===== src/design/sclv_pkg.sv =====
package sclv_pkg;
  // Virtual register indices
  localparam logic [6:0] REG_DEVICE_TYPE_ID = 7'h00;
  localparam logic [6:0] REG_HARDWARE_REVISION_ID = 7'h01;
  localparam logic [6:0] REG_FIRMWARE_VERSION_HIGH = 7'h02;
  localparam logic [6:0] REG_FIRMWARE_VERSION_LOW = 7'h03;
  localparam logic [6:0] REG_CONVERSION_CONTROL = 7'h04;
  localparam logic [6:0] REG_INTEGRATION_TIME = 7'h05;
  localparam logic [6:0] REG_DIE_TEMPERATURE = 7'h06;
  localparam logic [6:0] REG_STRING_LEARN_INIT = 7'h08;
  localparam int WRITE_FLAG_BIT = 7;
  // conversion_control fields
  localparam int CC_SATURATION_BIT = 7;
  localparam int CC_READY_INT_EN_BIT = 6;
  localparam int CC_GAIN_HI = 5;
  localparam int CC_GAIN_LO = 4;
  localparam int CC_READY_BIT = 1;
  localparam int CC_SOFT_RESET_BIT = 0;
  // string_learn_init fields
  localparam int SL_HISTORY_BIT = 2;
  localparam int SL_LEARN_BIT = 1;
  localparam int SL_FACTORY_RESET_BIT = 0;
  // Firmware version field positions
  localparam int FW_MINOR_HI_HI = 3;
  localparam int FW_MINOR_LO_HI = 7;
  localparam int FW_MINOR_LO_LO = 6;
  localparam int FW_SUB_HI = 5;
  // Gain encodings
  typedef enum logic [1:0] {
    SCLV_GAIN_1X = 2'h0,
    SCLV_GAIN_3P7X = 2'h1,
    SCLV_GAIN_16X = 2'h2,
    SCLV_GAIN_64X = 2'h3
  } sclv_gain_e;
  // Integration step
  localparam int INTEG_STEP_US = 2800;
  localparam int CLK_MHZ = 200;
  localparam int INTEG_STEP_CYCLES = INTEG_STEP_US * CLK_MHZ;
  localparam logic [7:0] RESET_BYTE = 8'h00;
  localparam logic [7:0] INTEG_DEFAULT = 8'h01;
  localparam int SOFT_RESET_CYCLES = 4;
  localparam int ERASE_CYCLES = 8;
endpackage : sclv_pkg


===== src/design/sclv_if.sv =====
`timescale 1ns/10ps
// Virtual register port between host end and device end
interface sclv_if;
  logic req;
  logic we;
  logic [7:0] addr;
  logic [7:0] wdata;
  logic ack;
  logic [7:0] rdata;
  logic int_n;
  modport device (input req, input we, input addr, input wdata, output ack, output rdata, output int_n);
  modport host (output req, output we, output addr, output wdata, input ack, input rdata, input int_n);
endinterface : sclv_if


===== src/design/sclv_device.sv =====
`timescale 1ns/10ps
// Behaviour
// - fixed type and revision identity bytes
// - firmware version major, minor, sub fields
// - saturation flag sticky, clear on read
// - ready interrupt pulls pin low when enabled
// - two-bit gain field drives sensor channels
// - ready flag sticky, pollable, clear on read
// - soft reset bit self-clears when done
// - integration time is value times 2.8ms
// - temperature byte read-only unsigned Celsius
// - auto learn when history bit zero
// - targets ignored while learning
// - history bit persistent, factory reset clears
// - host may request learn after history
// - learn guides host through string steps
// - factory reset erases, soft resets, self-clears
// - fresh learn after every factory reset
// - multi-byte big-endian, ascending access
// - write addresses carry bit 7 set
module sclv_device #(
  parameter logic [7:0] DEVICE_TYPE = 8'hA5, // Arbitrary value
  parameter logic [7:0] HW_REVISION = 8'h5A, // Arbitrary value
  parameter logic [7:0] FW_MAJOR = 8'h01,
  parameter logic [5:0] FW_MINOR = 6'h02,
  parameter logic [5:0] FW_SUB = 6'h03,
  parameter int INTEG_STEP = sclv_pkg::INTEG_STEP_CYCLES
) (
  // Clock and reset
  input wire logic clk_i,
  input wire logic srst_i,
  // Register link
  sclv_if.device bus,
  // Sensor side
  input wire logic saturated_i,
  input wire logic conv_done_i,
  input wire logic [7:0] temperature_i,
  output logic [1:0] gain_o,
  output logic [7:0] integration_time_o,
  output logic integ_tick_o,
  output logic soft_reset_o,
  // Persistent memory
  input wire logic history_stored_i,
  output logic history_write_o,
  output logic history_value_o,
  // Learn
  input wire logic learn_done_i,
  output logic learning_o,
  output logic [1:0] learn_step_o,
  output logic targets_enable_o
);
  typedef enum {SCLV_IDLE, SCLV_ERASE, SCLV_SRST} sclv_rst_state_e;
  sclv_rst_state_e rst_state_r;
  logic sat_r, rdy_r, rdy_ie_r, soft_r, factory_reset_request_r, learn_r, hist_r, hist_loaded_r, hist_wr_r;
  logic [1:0] gain_r, learn_step_r;
  logic [7:0] integ_r, rdata_r;
  logic [3:0] rst_cnt_r;
  logic [31:0] integ_cnt_r;
  logic ack_r, rd_cc_r;
  logic wr, rd;
  logic [6:0] idx;
  logic int_reset;
  assign idx = bus.addr[6:0];
  assign wr = bus.req && bus.addr[sclv_pkg::WRITE_FLAG_BIT];
  assign rd = bus.req && !bus.addr[sclv_pkg::WRITE_FLAG_BIT];
  assign int_reset = srst_i || (rst_state_r == SCLV_SRST);
  assign bus.ack = ack_r;
  assign bus.rdata = rdata_r;
  assign bus.int_n = !(rdy_ie_r && rdy_r);
  assign gain_o = gain_r;
  assign integration_time_o = integ_r;
  assign soft_reset_o = rst_state_r == SCLV_SRST;
  assign learning_o = learn_r;
  assign learn_step_o = learn_step_r;
  assign targets_enable_o = !learn_r;
  // Erase writes zero; a finished learn writes one
  assign history_value_o = hist_wr_r;
  assign history_write_o = (rst_state_r == SCLV_ERASE) || hist_wr_r;
  always_ff @(posedge clk_i) begin
    ack_r <= bus.req && !ack_r;
    rd_cc_r <= rd && !ack_r && idx == sclv_pkg::REG_CONVERSION_CONTROL;
  end
  always_ff @(posedge clk_i) begin
    if (srst_i) begin
      rdata_r <= sclv_pkg::RESET_BYTE;
    end else if (rd && !ack_r) begin
      case (idx)
        sclv_pkg::REG_DEVICE_TYPE_ID: rdata_r <= DEVICE_TYPE;
        sclv_pkg::REG_HARDWARE_REVISION_ID: rdata_r <= HW_REVISION;
        sclv_pkg::REG_FIRMWARE_VERSION_HIGH: rdata_r <= {FW_MAJOR[3:0], FW_MINOR[5:2]};
        sclv_pkg::REG_FIRMWARE_VERSION_LOW: rdata_r <= {FW_MINOR[1:0], FW_SUB};
        sclv_pkg::REG_CONVERSION_CONTROL: rdata_r <= {sat_r, rdy_ie_r, gain_r, 2'h0, rdy_r, soft_r};
        sclv_pkg::REG_INTEGRATION_TIME: rdata_r <= integ_r;
        sclv_pkg::REG_DIE_TEMPERATURE: rdata_r <= temperature_i;
        sclv_pkg::REG_STRING_LEARN_INIT: rdata_r <= {5'h00, hist_r, learn_r, factory_reset_request_r};
        default: rdata_r <= sclv_pkg::RESET_BYTE;
      endcase
    end
  end
  // Flags: set wins over read clear; clear after the read completes
  always_ff @(posedge clk_i) begin
    if (int_reset) begin
      sat_r <= 1'b0;
      rdy_r <= 1'b0;
    end else begin
      sat_r <= saturated_i || (sat_r && !rd_cc_r);
      rdy_r <= conv_done_i || (rdy_r && !rd_cc_r);
    end
  end
  always_ff @(posedge clk_i) begin
    if (int_reset) begin
      rdy_ie_r <= 1'b0;
      gain_r <= sclv_pkg::SCLV_GAIN_1X;
      integ_r <= sclv_pkg::INTEG_DEFAULT;
    end else if (wr && !ack_r && idx == sclv_pkg::REG_CONVERSION_CONTROL) begin
      rdy_ie_r <= bus.wdata[sclv_pkg::CC_READY_INT_EN_BIT];
      gain_r <= bus.wdata[sclv_pkg::CC_GAIN_HI:sclv_pkg::CC_GAIN_LO];
    end else if (wr && !ack_r && idx == sclv_pkg::REG_INTEGRATION_TIME && bus.wdata != 8'h00) begin
      integ_r <= bus.wdata;
    end
  end
  // Integration tick every value times step
  always_ff @(posedge clk_i) begin
    if (int_reset) begin
      integ_cnt_r <= 32'h0;
      integ_tick_o <= 1'b0;
    end else if (integ_cnt_r + 32'h1 >= 32'(INTEG_STEP) * {24'h0, integ_r}) begin
      integ_cnt_r <= 32'h0;
      integ_tick_o <= 1'b1;
    end else begin
      integ_cnt_r <= integ_cnt_r + 32'h1;
      integ_tick_o <= 1'b0;
    end
  end
  // Soft and factory reset sequencing
  always_ff @(posedge clk_i) begin
    if (srst_i) begin
      rst_state_r <= SCLV_IDLE;
      rst_cnt_r <= 4'h0;
      soft_r <= 1'b0;
      factory_reset_request_r <= 1'b0;
    end else begin
      case (rst_state_r)
        SCLV_IDLE: begin
          rst_cnt_r <= 4'h0;
          if (wr && !ack_r && idx == sclv_pkg::REG_STRING_LEARN_INIT
              && bus.wdata[sclv_pkg::SL_FACTORY_RESET_BIT]) begin
            factory_reset_request_r <= 1'b1;
            rst_state_r <= SCLV_ERASE;
          end else if (wr && !ack_r && idx == sclv_pkg::REG_CONVERSION_CONTROL
                       && bus.wdata[sclv_pkg::CC_SOFT_RESET_BIT]) begin
            soft_r <= 1'b1;
            rst_state_r <= SCLV_SRST;
          end
        end
        SCLV_ERASE: begin
          rst_cnt_r <= rst_cnt_r + 4'h1;
          if (rst_cnt_r == 4'(sclv_pkg::ERASE_CYCLES - 1)) begin
            rst_cnt_r <= 4'h0;
            soft_r <= 1'b1;
            rst_state_r <= SCLV_SRST;
          end
        end
        SCLV_SRST: begin
          rst_cnt_r <= rst_cnt_r + 4'h1;
          if (rst_cnt_r == 4'(sclv_pkg::SOFT_RESET_CYCLES - 1)) begin
            soft_r <= 1'b0;
            factory_reset_request_r <= 1'b0;
            rst_state_r <= SCLV_IDLE;
          end
        end
        default: rst_state_r <= SCLV_IDLE;
      endcase
    end
  end
  // Learn history and learn request
  always_ff @(posedge clk_i) begin
    if (srst_i) begin
      hist_r <= 1'b0;
      hist_loaded_r <= 1'b0;
      learn_r <= 1'b0;
      learn_step_r <= 2'h0;
    end else if (!hist_loaded_r) begin
      hist_r <= history_stored_i;
      hist_loaded_r <= 1'b1;
    end else if (rst_state_r == SCLV_ERASE) begin
      hist_r <= 1'b0;
      learn_r <= 1'b0;
      learn_step_r <= 2'h0;
    end else if (learn_r) begin
      if (learn_done_i) begin
        learn_step_r <= learn_step_r + 2'h1;
        if (learn_step_r == 2'h2) begin
          learn_r <= 1'b0;
          learn_step_r <= 2'h0;
          hist_r <= 1'b1;
        end
      end
    end else if (!hist_r) begin
      learn_r <= 1'b1;
    end else if (wr && !ack_r && idx == sclv_pkg::REG_STRING_LEARN_INIT
                 && bus.wdata[sclv_pkg::SL_LEARN_BIT]) begin
      learn_r <= 1'b1;
    end
  end
  // Store the history bit in persistent memory once a learn completes
  always_ff @(posedge clk_i) begin
    if (srst_i) begin
      hist_wr_r <= 1'b0;
    end else begin
      hist_wr_r <= hist_loaded_r && (rst_state_r != SCLV_ERASE) && learn_r && learn_done_i
                   && (learn_step_r == 2'h2);
    end
  end
endmodule : sclv_device


===== src/flat_wrapper.sv =====
// flat-port wrapper written by rule: the top's interface ports become plain ports
module sclv_device_flat 
#(
  parameter logic [7:0] DEVICE_TYPE = 8'hA5,                   
  parameter logic [7:0] HW_REVISION = 8'h5A,                   
  parameter logic [7:0] FW_MAJOR = 8'h01,
  parameter logic [5:0] FW_MINOR = 6'h02,
  parameter logic [5:0] FW_SUB = 6'h03,
  parameter int INTEG_STEP = sclv_pkg::INTEG_STEP_CYCLES
)
  (clk_i, srst_i, saturated_i, conv_done_i, temperature_i, gain_o, integration_time_o, integ_tick_o, soft_reset_o, history_stored_i, history_write_o, history_value_o, learn_done_i, learning_o, learn_step_o, targets_enable_o, bus_req, bus_we, bus_addr, bus_wdata, bus_ack, bus_rdata, bus_int_n);
  sclv_if bus_i ();
  input wire logic clk_i;
  input wire logic srst_i;
  input wire logic saturated_i;
  input wire logic conv_done_i;
  input wire logic [7:0] temperature_i;
  output logic [1:0] gain_o;
  output logic [7:0] integration_time_o;
  output logic integ_tick_o;
  output logic soft_reset_o;
  input wire logic history_stored_i;
  output logic history_write_o;
  output logic history_value_o;
  input wire logic learn_done_i;
  output logic learning_o;
  output logic [1:0] learn_step_o;
  output logic targets_enable_o;
  input wire logic [$bits(bus_i.req)-1:0] bus_req;
  input wire logic [$bits(bus_i.we)-1:0] bus_we;
  input wire logic [$bits(bus_i.addr)-1:0] bus_addr;
  input wire logic [$bits(bus_i.wdata)-1:0] bus_wdata;
  output wire logic [$bits(bus_i.ack)-1:0] bus_ack;
  output wire logic [$bits(bus_i.rdata)-1:0] bus_rdata;
  output wire logic [$bits(bus_i.int_n)-1:0] bus_int_n;
  assign bus_i.req = bus_req;
  assign bus_i.we = bus_we;
  assign bus_i.addr = bus_addr;
  assign bus_i.wdata = bus_wdata;
  assign bus_ack = bus_i.ack;
  assign bus_rdata = bus_i.rdata;
  assign bus_int_n = bus_i.int_n;
  sclv_device #(.DEVICE_TYPE(DEVICE_TYPE), .HW_REVISION(HW_REVISION), .FW_MAJOR(FW_MAJOR), .FW_MINOR(FW_MINOR), .FW_SUB(FW_SUB), .INTEG_STEP(INTEG_STEP)) u_core (.clk_i(clk_i), .srst_i(srst_i), .bus(bus_i), .saturated_i(saturated_i), .conv_done_i(conv_done_i), .temperature_i(temperature_i), .gain_o(gain_o), .integration_time_o(integration_time_o), .integ_tick_o(integ_tick_o), .soft_reset_o(soft_reset_o), .history_stored_i(history_stored_i), .history_write_o(history_write_o), .history_value_o(history_value_o), .learn_done_i(learn_done_i), .learning_o(learning_o), .learn_step_o(learn_step_o), .targets_enable_o(targets_enable_o));
endmodule

===== config.mk =====
export PLATFORM = sky130hd
export DESIGN_NAME = sclv_device_flat
export DESIGN_NICKNAME = d
export VERILOG_FILES = /design/src/design/sclv_pkg.sv /design/src/design/sclv_if.sv /design/src/design/sclv_device.sv /design/src/flat_wrapper.sv
export SDC_FILE = /design/constraint.sdc
export NUM_CORES = 1
export LEC_CHECK = 0
export BUFFER_PORTS_ARGS = -buffer_cell sky130_fd_sc_hd__buf_2
export CAP_MARGIN = 20
export CORE_MARGIN = 2
export CORE_UTILIZATION = 40
export CTS_CLUSTER_DIAMETER = 200
export DETAILED_ROUTE_END_ITERATION = 7
export HOLD_SLACK_MARGIN = 0.08
export SYNTH_ARGS = -nofsm -noshare
export SYNTH_HDL_FRONTEND = slang
export SYNTH_SLANG_ARGS = --single-unit

===== constraint.sdc =====
create_clock -name clk_i -period 5.5 [get_ports clk_i]
set_input_delay 0.825 -clock clk_i [delete_from_list [all_inputs] [get_ports clk_i]]
set_output_delay 0.825 -clock clk_i [all_outputs]
set_load 0.02 [all_outputs]

Word level (Yosys, flattened, before mapping)
Index checks and enable logic that the tools add are counted.
Operators by class
  add/subtract/negate cells: 3
  multiply operators: 1
  div/mod/pow operators: 0
  order comparisons: 1
  eq/ne operators: 24
  shift operators: 0
  multiplexer cells: 32
  bitwise logic cells: 1
  reduce and logical (&&, ||, !) cells: 43
Operator list (count)
  two-way mux 32 bit: 4
  case mux 32 bit (3 select lines): 1
  equality test 32 x 2 -> 1 bit, second input constant: 2
  case mux 8 bit (8 select lines): 1
  adder 32 x 1 -> 32 bit, second input constant: 1
  equality test 32 x 1 -> 1 bit, second input constant: 1
  equality test 32 x 3 -> 1 bit, second input constant: 1
  greater-or-equal comparator 32 x 28 -> 1 bit: 1
  logical NOT 32 bit: 1
  != test 32 x 2 -> 1 bit, second input constant: 1
  equality test 7 x 3 -> 1 bit, second input constant: 3
  multiplier 13 x 8 -> 21 bit, first input constant: 1
  logical AND 1 bit: 20
  two-way mux 1 bit: 18
  equality test 7 x 2 -> 1 bit, second input constant: 2
  case mux 4 bit (3 select lines): 1
  AND reduction 3 bit: 4
  two-way mux 2 bit: 4
  != test 2 x 1 -> 1 bit, second input constant: 4
  nonzero test 8 bit: 1
  equality test 7 x 1 -> 1 bit, second input constant: 1
  equality test 7 x 4 -> 1 bit, second input constant: 1
  logical NOT 7 bit: 1
  != test 3 bit, second input constant: 2
  19 further kinds: 28
Storage, ports and cells
  bits in registers: 100
  bits in latches: 0
  bits in writable memories: 0
  memory bits (read-only): 0
  input port bits: 32
  output and inout port bits: 28
  word-level logic and storage cells: 124
  memories: 0

Logic depth before layout (Yosys ltp)
  depth after elaboration: 8
  mapped depth: 22

Least setup slack after synthesis
OpenSTA, ideal clock, no wires.
  kind: register to register
  start point: reg u_core.integ_r[5] (netlist: u_core.integration_time_o[5])
  end point: reg u_core.integ_cnt_r[23]
  library setup time: 141 ps
  arrival: 5279 ps
  required time: 5359 ps
  setup slack: 80 ps
  stages on the path, launching flop included: 22
  path buffers: 1
  clock period less this slack: 5420 ps
  cell sequence: dfxtp_1 -> fa_1 -> inv_1 -> fa_1 -> inv_1 -> fa_1 -> ha_1 -> ha_1 -> o21ai_0 -> o21ai_0 -> a31oi_1 -> o21ai_0 -> a41oi_1 -> xor2_1 -> ha_1 -> nand4_1 -> nor4_1 -> nand4_1 -> o31ai_1 -> a211o_1 -> clkbuf_1 -> nor3b_2
On the way
  cells in the longest elaborated chain, start to end: 3
RTL lines
  from (decl): line sclv_device.sv:56  | logic [7:0] integ_r, rdata_r;
  from (signal assigned): line sclv_device.sv:114  | integ_r <= sclv_pkg::INTEG_DEFAULT;
  from (signal assigned): line sclv_device.sv:119  | integ_r <= bus.wdata;
  multiplier 13 x 8 -> 21 bit: line sclv_device.sv:127  | end else if (integ_cnt_r + 32'h1 >= 32'(INTEG_STEP) * {24'h0, integ_r}) begin
  greater-or-equal comparator 32 x 28 -> 1 bit: line sclv_device.sv:127
  OR reduction 2 bit (no line)
  to (signal assigned): line sclv_device.sv:131  | integ_cnt_r <= integ_cnt_r + 32'h1;
  to (decl): line sclv_device.sv:58  | logic [31:0] integ_cnt_r;
No other way between the ends.
A chain may end at the register's enable or synchronous reset.

Worst setup path in the final report
  start point: reg u_core.integ_r[6] (netlist: u_core.integration_time_o[6])
  end point: reg u_core.integ_tick_o
On the way
  cells in the longest elaborated chain, start to end: 3
RTL lines
  multiplier 13 x 8 -> 21 bit: line sclv_device.sv:127
  greater-or-equal comparator 32 x 28 -> 1 bit: line sclv_device.sv:127
  two-way mux 1 bit: line sclv_device.sv:127
  to (signal assigned): line sclv_device.sv:126  | integ_tick_o <= 1'b0;
  to (signal assigned): line sclv_device.sv:129  | integ_tick_o <= 1'b1;
  to (signal assigned): line sclv_device.sv:132  | integ_tick_o <= 1'b0;
  to (decl): line sclv_device.sv:40  | output logic integ_tick_o,
No other way between the ends.

==> run_results.csv <==
group,metric,value,unit
grt,grt_pass1_vias,4489,
floorplanning,coreArea,13800,um^2
sta,worst_slew_pin_slew,866,ps
clock_tree,cts_buffers,9,
setup_path,cp-startpoint,"u_core.integration_time_o[6]",
synth,synth_edf_count,0,
flow_run,cap_violations,0,
floorplanning,initial_core_util,40.7,%
grt,grt-ovfl-total,0,
setup_path,crit_path_max_incr_delay,550,ps
clock_tree,cts_tree,"built",
sta,clock_skew,8.79,ps
setup_path,r2r-start,"u_core.integration_time_o[6]",
layout,final_cells,887,
synth,synth_cell_types,69,
sta,finalMaxSlewViolations,0,
synth,yosys.area.top_type_share,24.9,%
drt,wirelength,13.4,mm
drt,via_per_inst,5.42,
layout,final_util,48.4,%
synth,ys_top_cells_by_count,"ha_1 (78), dfxtp_1 (70), inv_1 (45)",
placement,gp_congestion,0.901,
clock_tree,cts.reportedPaths.clkPinSlew,60,ps
synth,ys_seq_area_share,24.9,%
grt,antenna_found_initial,0,
sta,slew_headroom,41.8,%
clock_tree,cts_root_buf,"clkbuf_16",
floorplanning,die_x,123,um
floorplanning,rows,43,
layout,n_fill_cell,1320,
layout,antenna_cells,0,
grt,grt_max_degree,29,
sta,fmax,0.191,GHz
drt,route.vias.total,4808,
drt,drc,0,
layout,syn2layout_area_growth,18.8,%
sta,hold_viol_final,0,
setup_path,worstSetupStartpointType,"flip-flop",
synth,synthCells,628,
sta,fin_crit_sh,95.1,%
setup_path,arrival,5460,ps
floorplanning,io_pins,60,
power_and_ir_drop,power.total,1130,uW
placement,place_inst,867,
clock_tree,ctsHoldBuffers,0,
layout,fin_nets,826,
drt,routedWlPerCell,15.1,um
synth,synth_most_common_cell,"ha_1",
power_and_ir_drop,p_seq_share,46.3,%
synth,ys_async_sr_fraction,0,%
power_and_ir_drop,switching_power,281,uW
synth,yosysTopAreaCell,"dfxtp_1",
setup_path,crit_path_cell_trace,"buf_4, ha_1, ha_1, inv_1, fa_1, fa_1, inv_1, ha_4, o21ai_2, o21ai_0, a21o_1, a21oi_1, buf_4, nor4bb_1, a311oi_1, ha_1, a21oi_1, o21ai_0, a221oi_1, nor2_1, a211o_4, buf_6, o21a_1",
power_and_ir_drop,vdd_drop_max,111,uV
clock_tree,clock_path_buffers,2,
setup_path,crit_top_cell,"ha_1",
synth,synth_seq_cells,70,
sta,period_minus_slack,5230,ps
min_path,hp-class,"flip-flop to flip-flop",
drt,drt.antenna.violating_nets,0,
power_and_ir_drop,clockPowerShare,47.3,%
placement,io_buffers,58,
synth,syn_area_per_cell,8.96,um^2
power_and_ir_drop,switching_share,25.0,%
synth,synth.area.top_cells,"dfxtp_1 (25%), ha_1 (17%), fa_1 (5.0%)",
sta,finalSetupViolations,0,
power_and_ir_drop,share_comb_of_total_power,6.4,%
clock_tree,ctsHtreeMaxLevel,3,
setup_path,cp_slowest_cell,"fa_1",
setup_path,criticalPathCategory,"flip-flop to flip-flop",
clock_tree,clock_latency,340,ps
synth,netlist_area,5630,um^2
setup_path,cp.required,5730,ps
layout,drive_above_1_share,23.3,%
layout,register_area,1410,um^2
drt,drt_iter0_markers,267,
placement,hpwl,10.3,mm
min_path,hold_start,"u_core.bus.rdata[1]",
drt,first_pass_iters,4,
floorplanning,die_y,123,um
floorplanning,die_area,15000,um^2
power_and_ir_drop,internal-power,844,uW
setup_path,end_kind,"flip-flop",
synth,dominantRegCellSynth,"dfxtp_1",
grt,grt_pass1_wl,21.1,mm
layout,multi_input_area,4140,um^2
setup_path,cp_max_fo,6,
power_and_ir_drop,power_density,168,nW/um^2
grt,grt_use_total,17.7,%
outcome,status,"completed",
power_and_ir_drop,p_leak,0.00306,uW
clock_tree,clkSinkCount,70,
synth,yosysWarnings,0,
==> per-layer routing <==
layer | track usage [%] | vias to the layer above | routed length [um]
li1 | - | 2414 | -
met1 | 23.5 | 2303 | 6230
met2 | 28.2 | 71 | 6420
met3 | 3.16 | 20 | 457
met4 | 7.61 | 0 | 250
met5 | 0 | - | 0
==> flip-flops by register name (all words and copies together) (netlist names) <==
name and flops:
u_core.bus.rdata 8, u_core.learning_o 1, u_core.factory_reset_request_r 1, u_core.integration_time_o 8, u_core.rd_cc_r 1, u_core.hist_r 1, u_core.rst_cnt_r 4, u_core.bus.ack 1
u_core.sat_r 1, u_core.soft_r 1, u_core.integ_tick_o 1, u_core.history_value_o 1, u_core.integ_cnt_r 32, u_core.rdy_r 1, u_core.rdy_ie_r 1, u_core.learn_step_o 2
u_core.rst_state_r 2, u_core.hist_loaded_r 1, u_core.gain_o 2
==> area by class of cell <==
type | instances | area share [%]
Timing Repair Buffer | 80 | 7.20
Clock inverter | 6 | 0.580
Tap cell | 180 | 3.37
Multi-Input combinational cell | 496 | 61.8
Clock buffer | 10 | 3.42
Sequential cell | 70 | 21.1
Inverter | 45 | 2.53
==> power groups by stage <==
stage	clock network, uW	registers [uW]	logic [uW]
after floorplan	0	533	42.3
after global placement	0	532	70.4
after detailed placement	0	532	71.5
after CTS	547	521	71.9
after global routing	564	522	80.2
final	533	521	72.4
==> logic make-up (layout without fill, tap and decap cells) <==
family,count (synthesis),after routing,synth area share [%]
xor gates and xnor gates,38,38,5.92
and+or+nand+nor,220,220,24.1
other,1,4,0.0666
buffers and inverters,65,141,4.85
DFF,70,70,24.9
AOI/OAI and AO/OA,121,121,14.0
adders and majority gates,92,92,22.3
muxes,21,21,3.78
==> metrics by stage <==
stage	TNS (ps)	worst slack [ps]	area (um^2)	hold WS (ps)
3_3_place_gp	0	0.377	6180	442
4_1_cts	0	7.56	6460	459
5_1_grt	-161	-35.7	6690	489
2_1_floorplan	0	79.8	5640	436
6_report	0	271	6690	457
3_5_place_dp	-336	-30.0	6180	450
==> final timing paths <==
kind                                             to  slack (ps)  cells past startpoint
worst max-delay path            u_core.integ_tick_o         270                     23
worst min-delay path            u_core.bus.rdata[1]         460                      2
worst max register to register  u_core.integ_tick_o         270                     23
worst min register to register  u_core.bus.rdata[1]         460                      2
==> what timing repair did <==
item | in CTS | in global routing
setup buffers | 0 | 1
pin swaps | 0 | 16
hold endpoints to repair | 0 | 0
endpoints found under the setup margin | 29 | 29
gates cloned | 0 | 3
resized for setup | 2 | 47
==> cells in the final DEF, fill, tap and decap left out, types with 13 or more instances in the layout <==
cell type	n
a21oi_1	36
buf_2	58
buf_4	15
dfxtp_1	67
fa_1	13
ha_1	71
inv_1	45
mux2i_1	18
nand2_1	39
nand3_1	19
nor2_1	43
nor3_1	15
nor3b_2	16
o21ai_0	21
xnor2_1	18
xor2_1	20
==> critical path: cells and delay by family (launching register included) <==
family / cells / cell delay, ps
buffers and inverters: 5 / 570
AND/OR/NAND/NOR: 2 / 360
flip-flops: 1 / 360
adder cells (fa/ha/maj): 6 / 2170
AO/OA/AOI/OAI: 10 / 1660
Note: power is estimated with default switching activity, not from simulation.
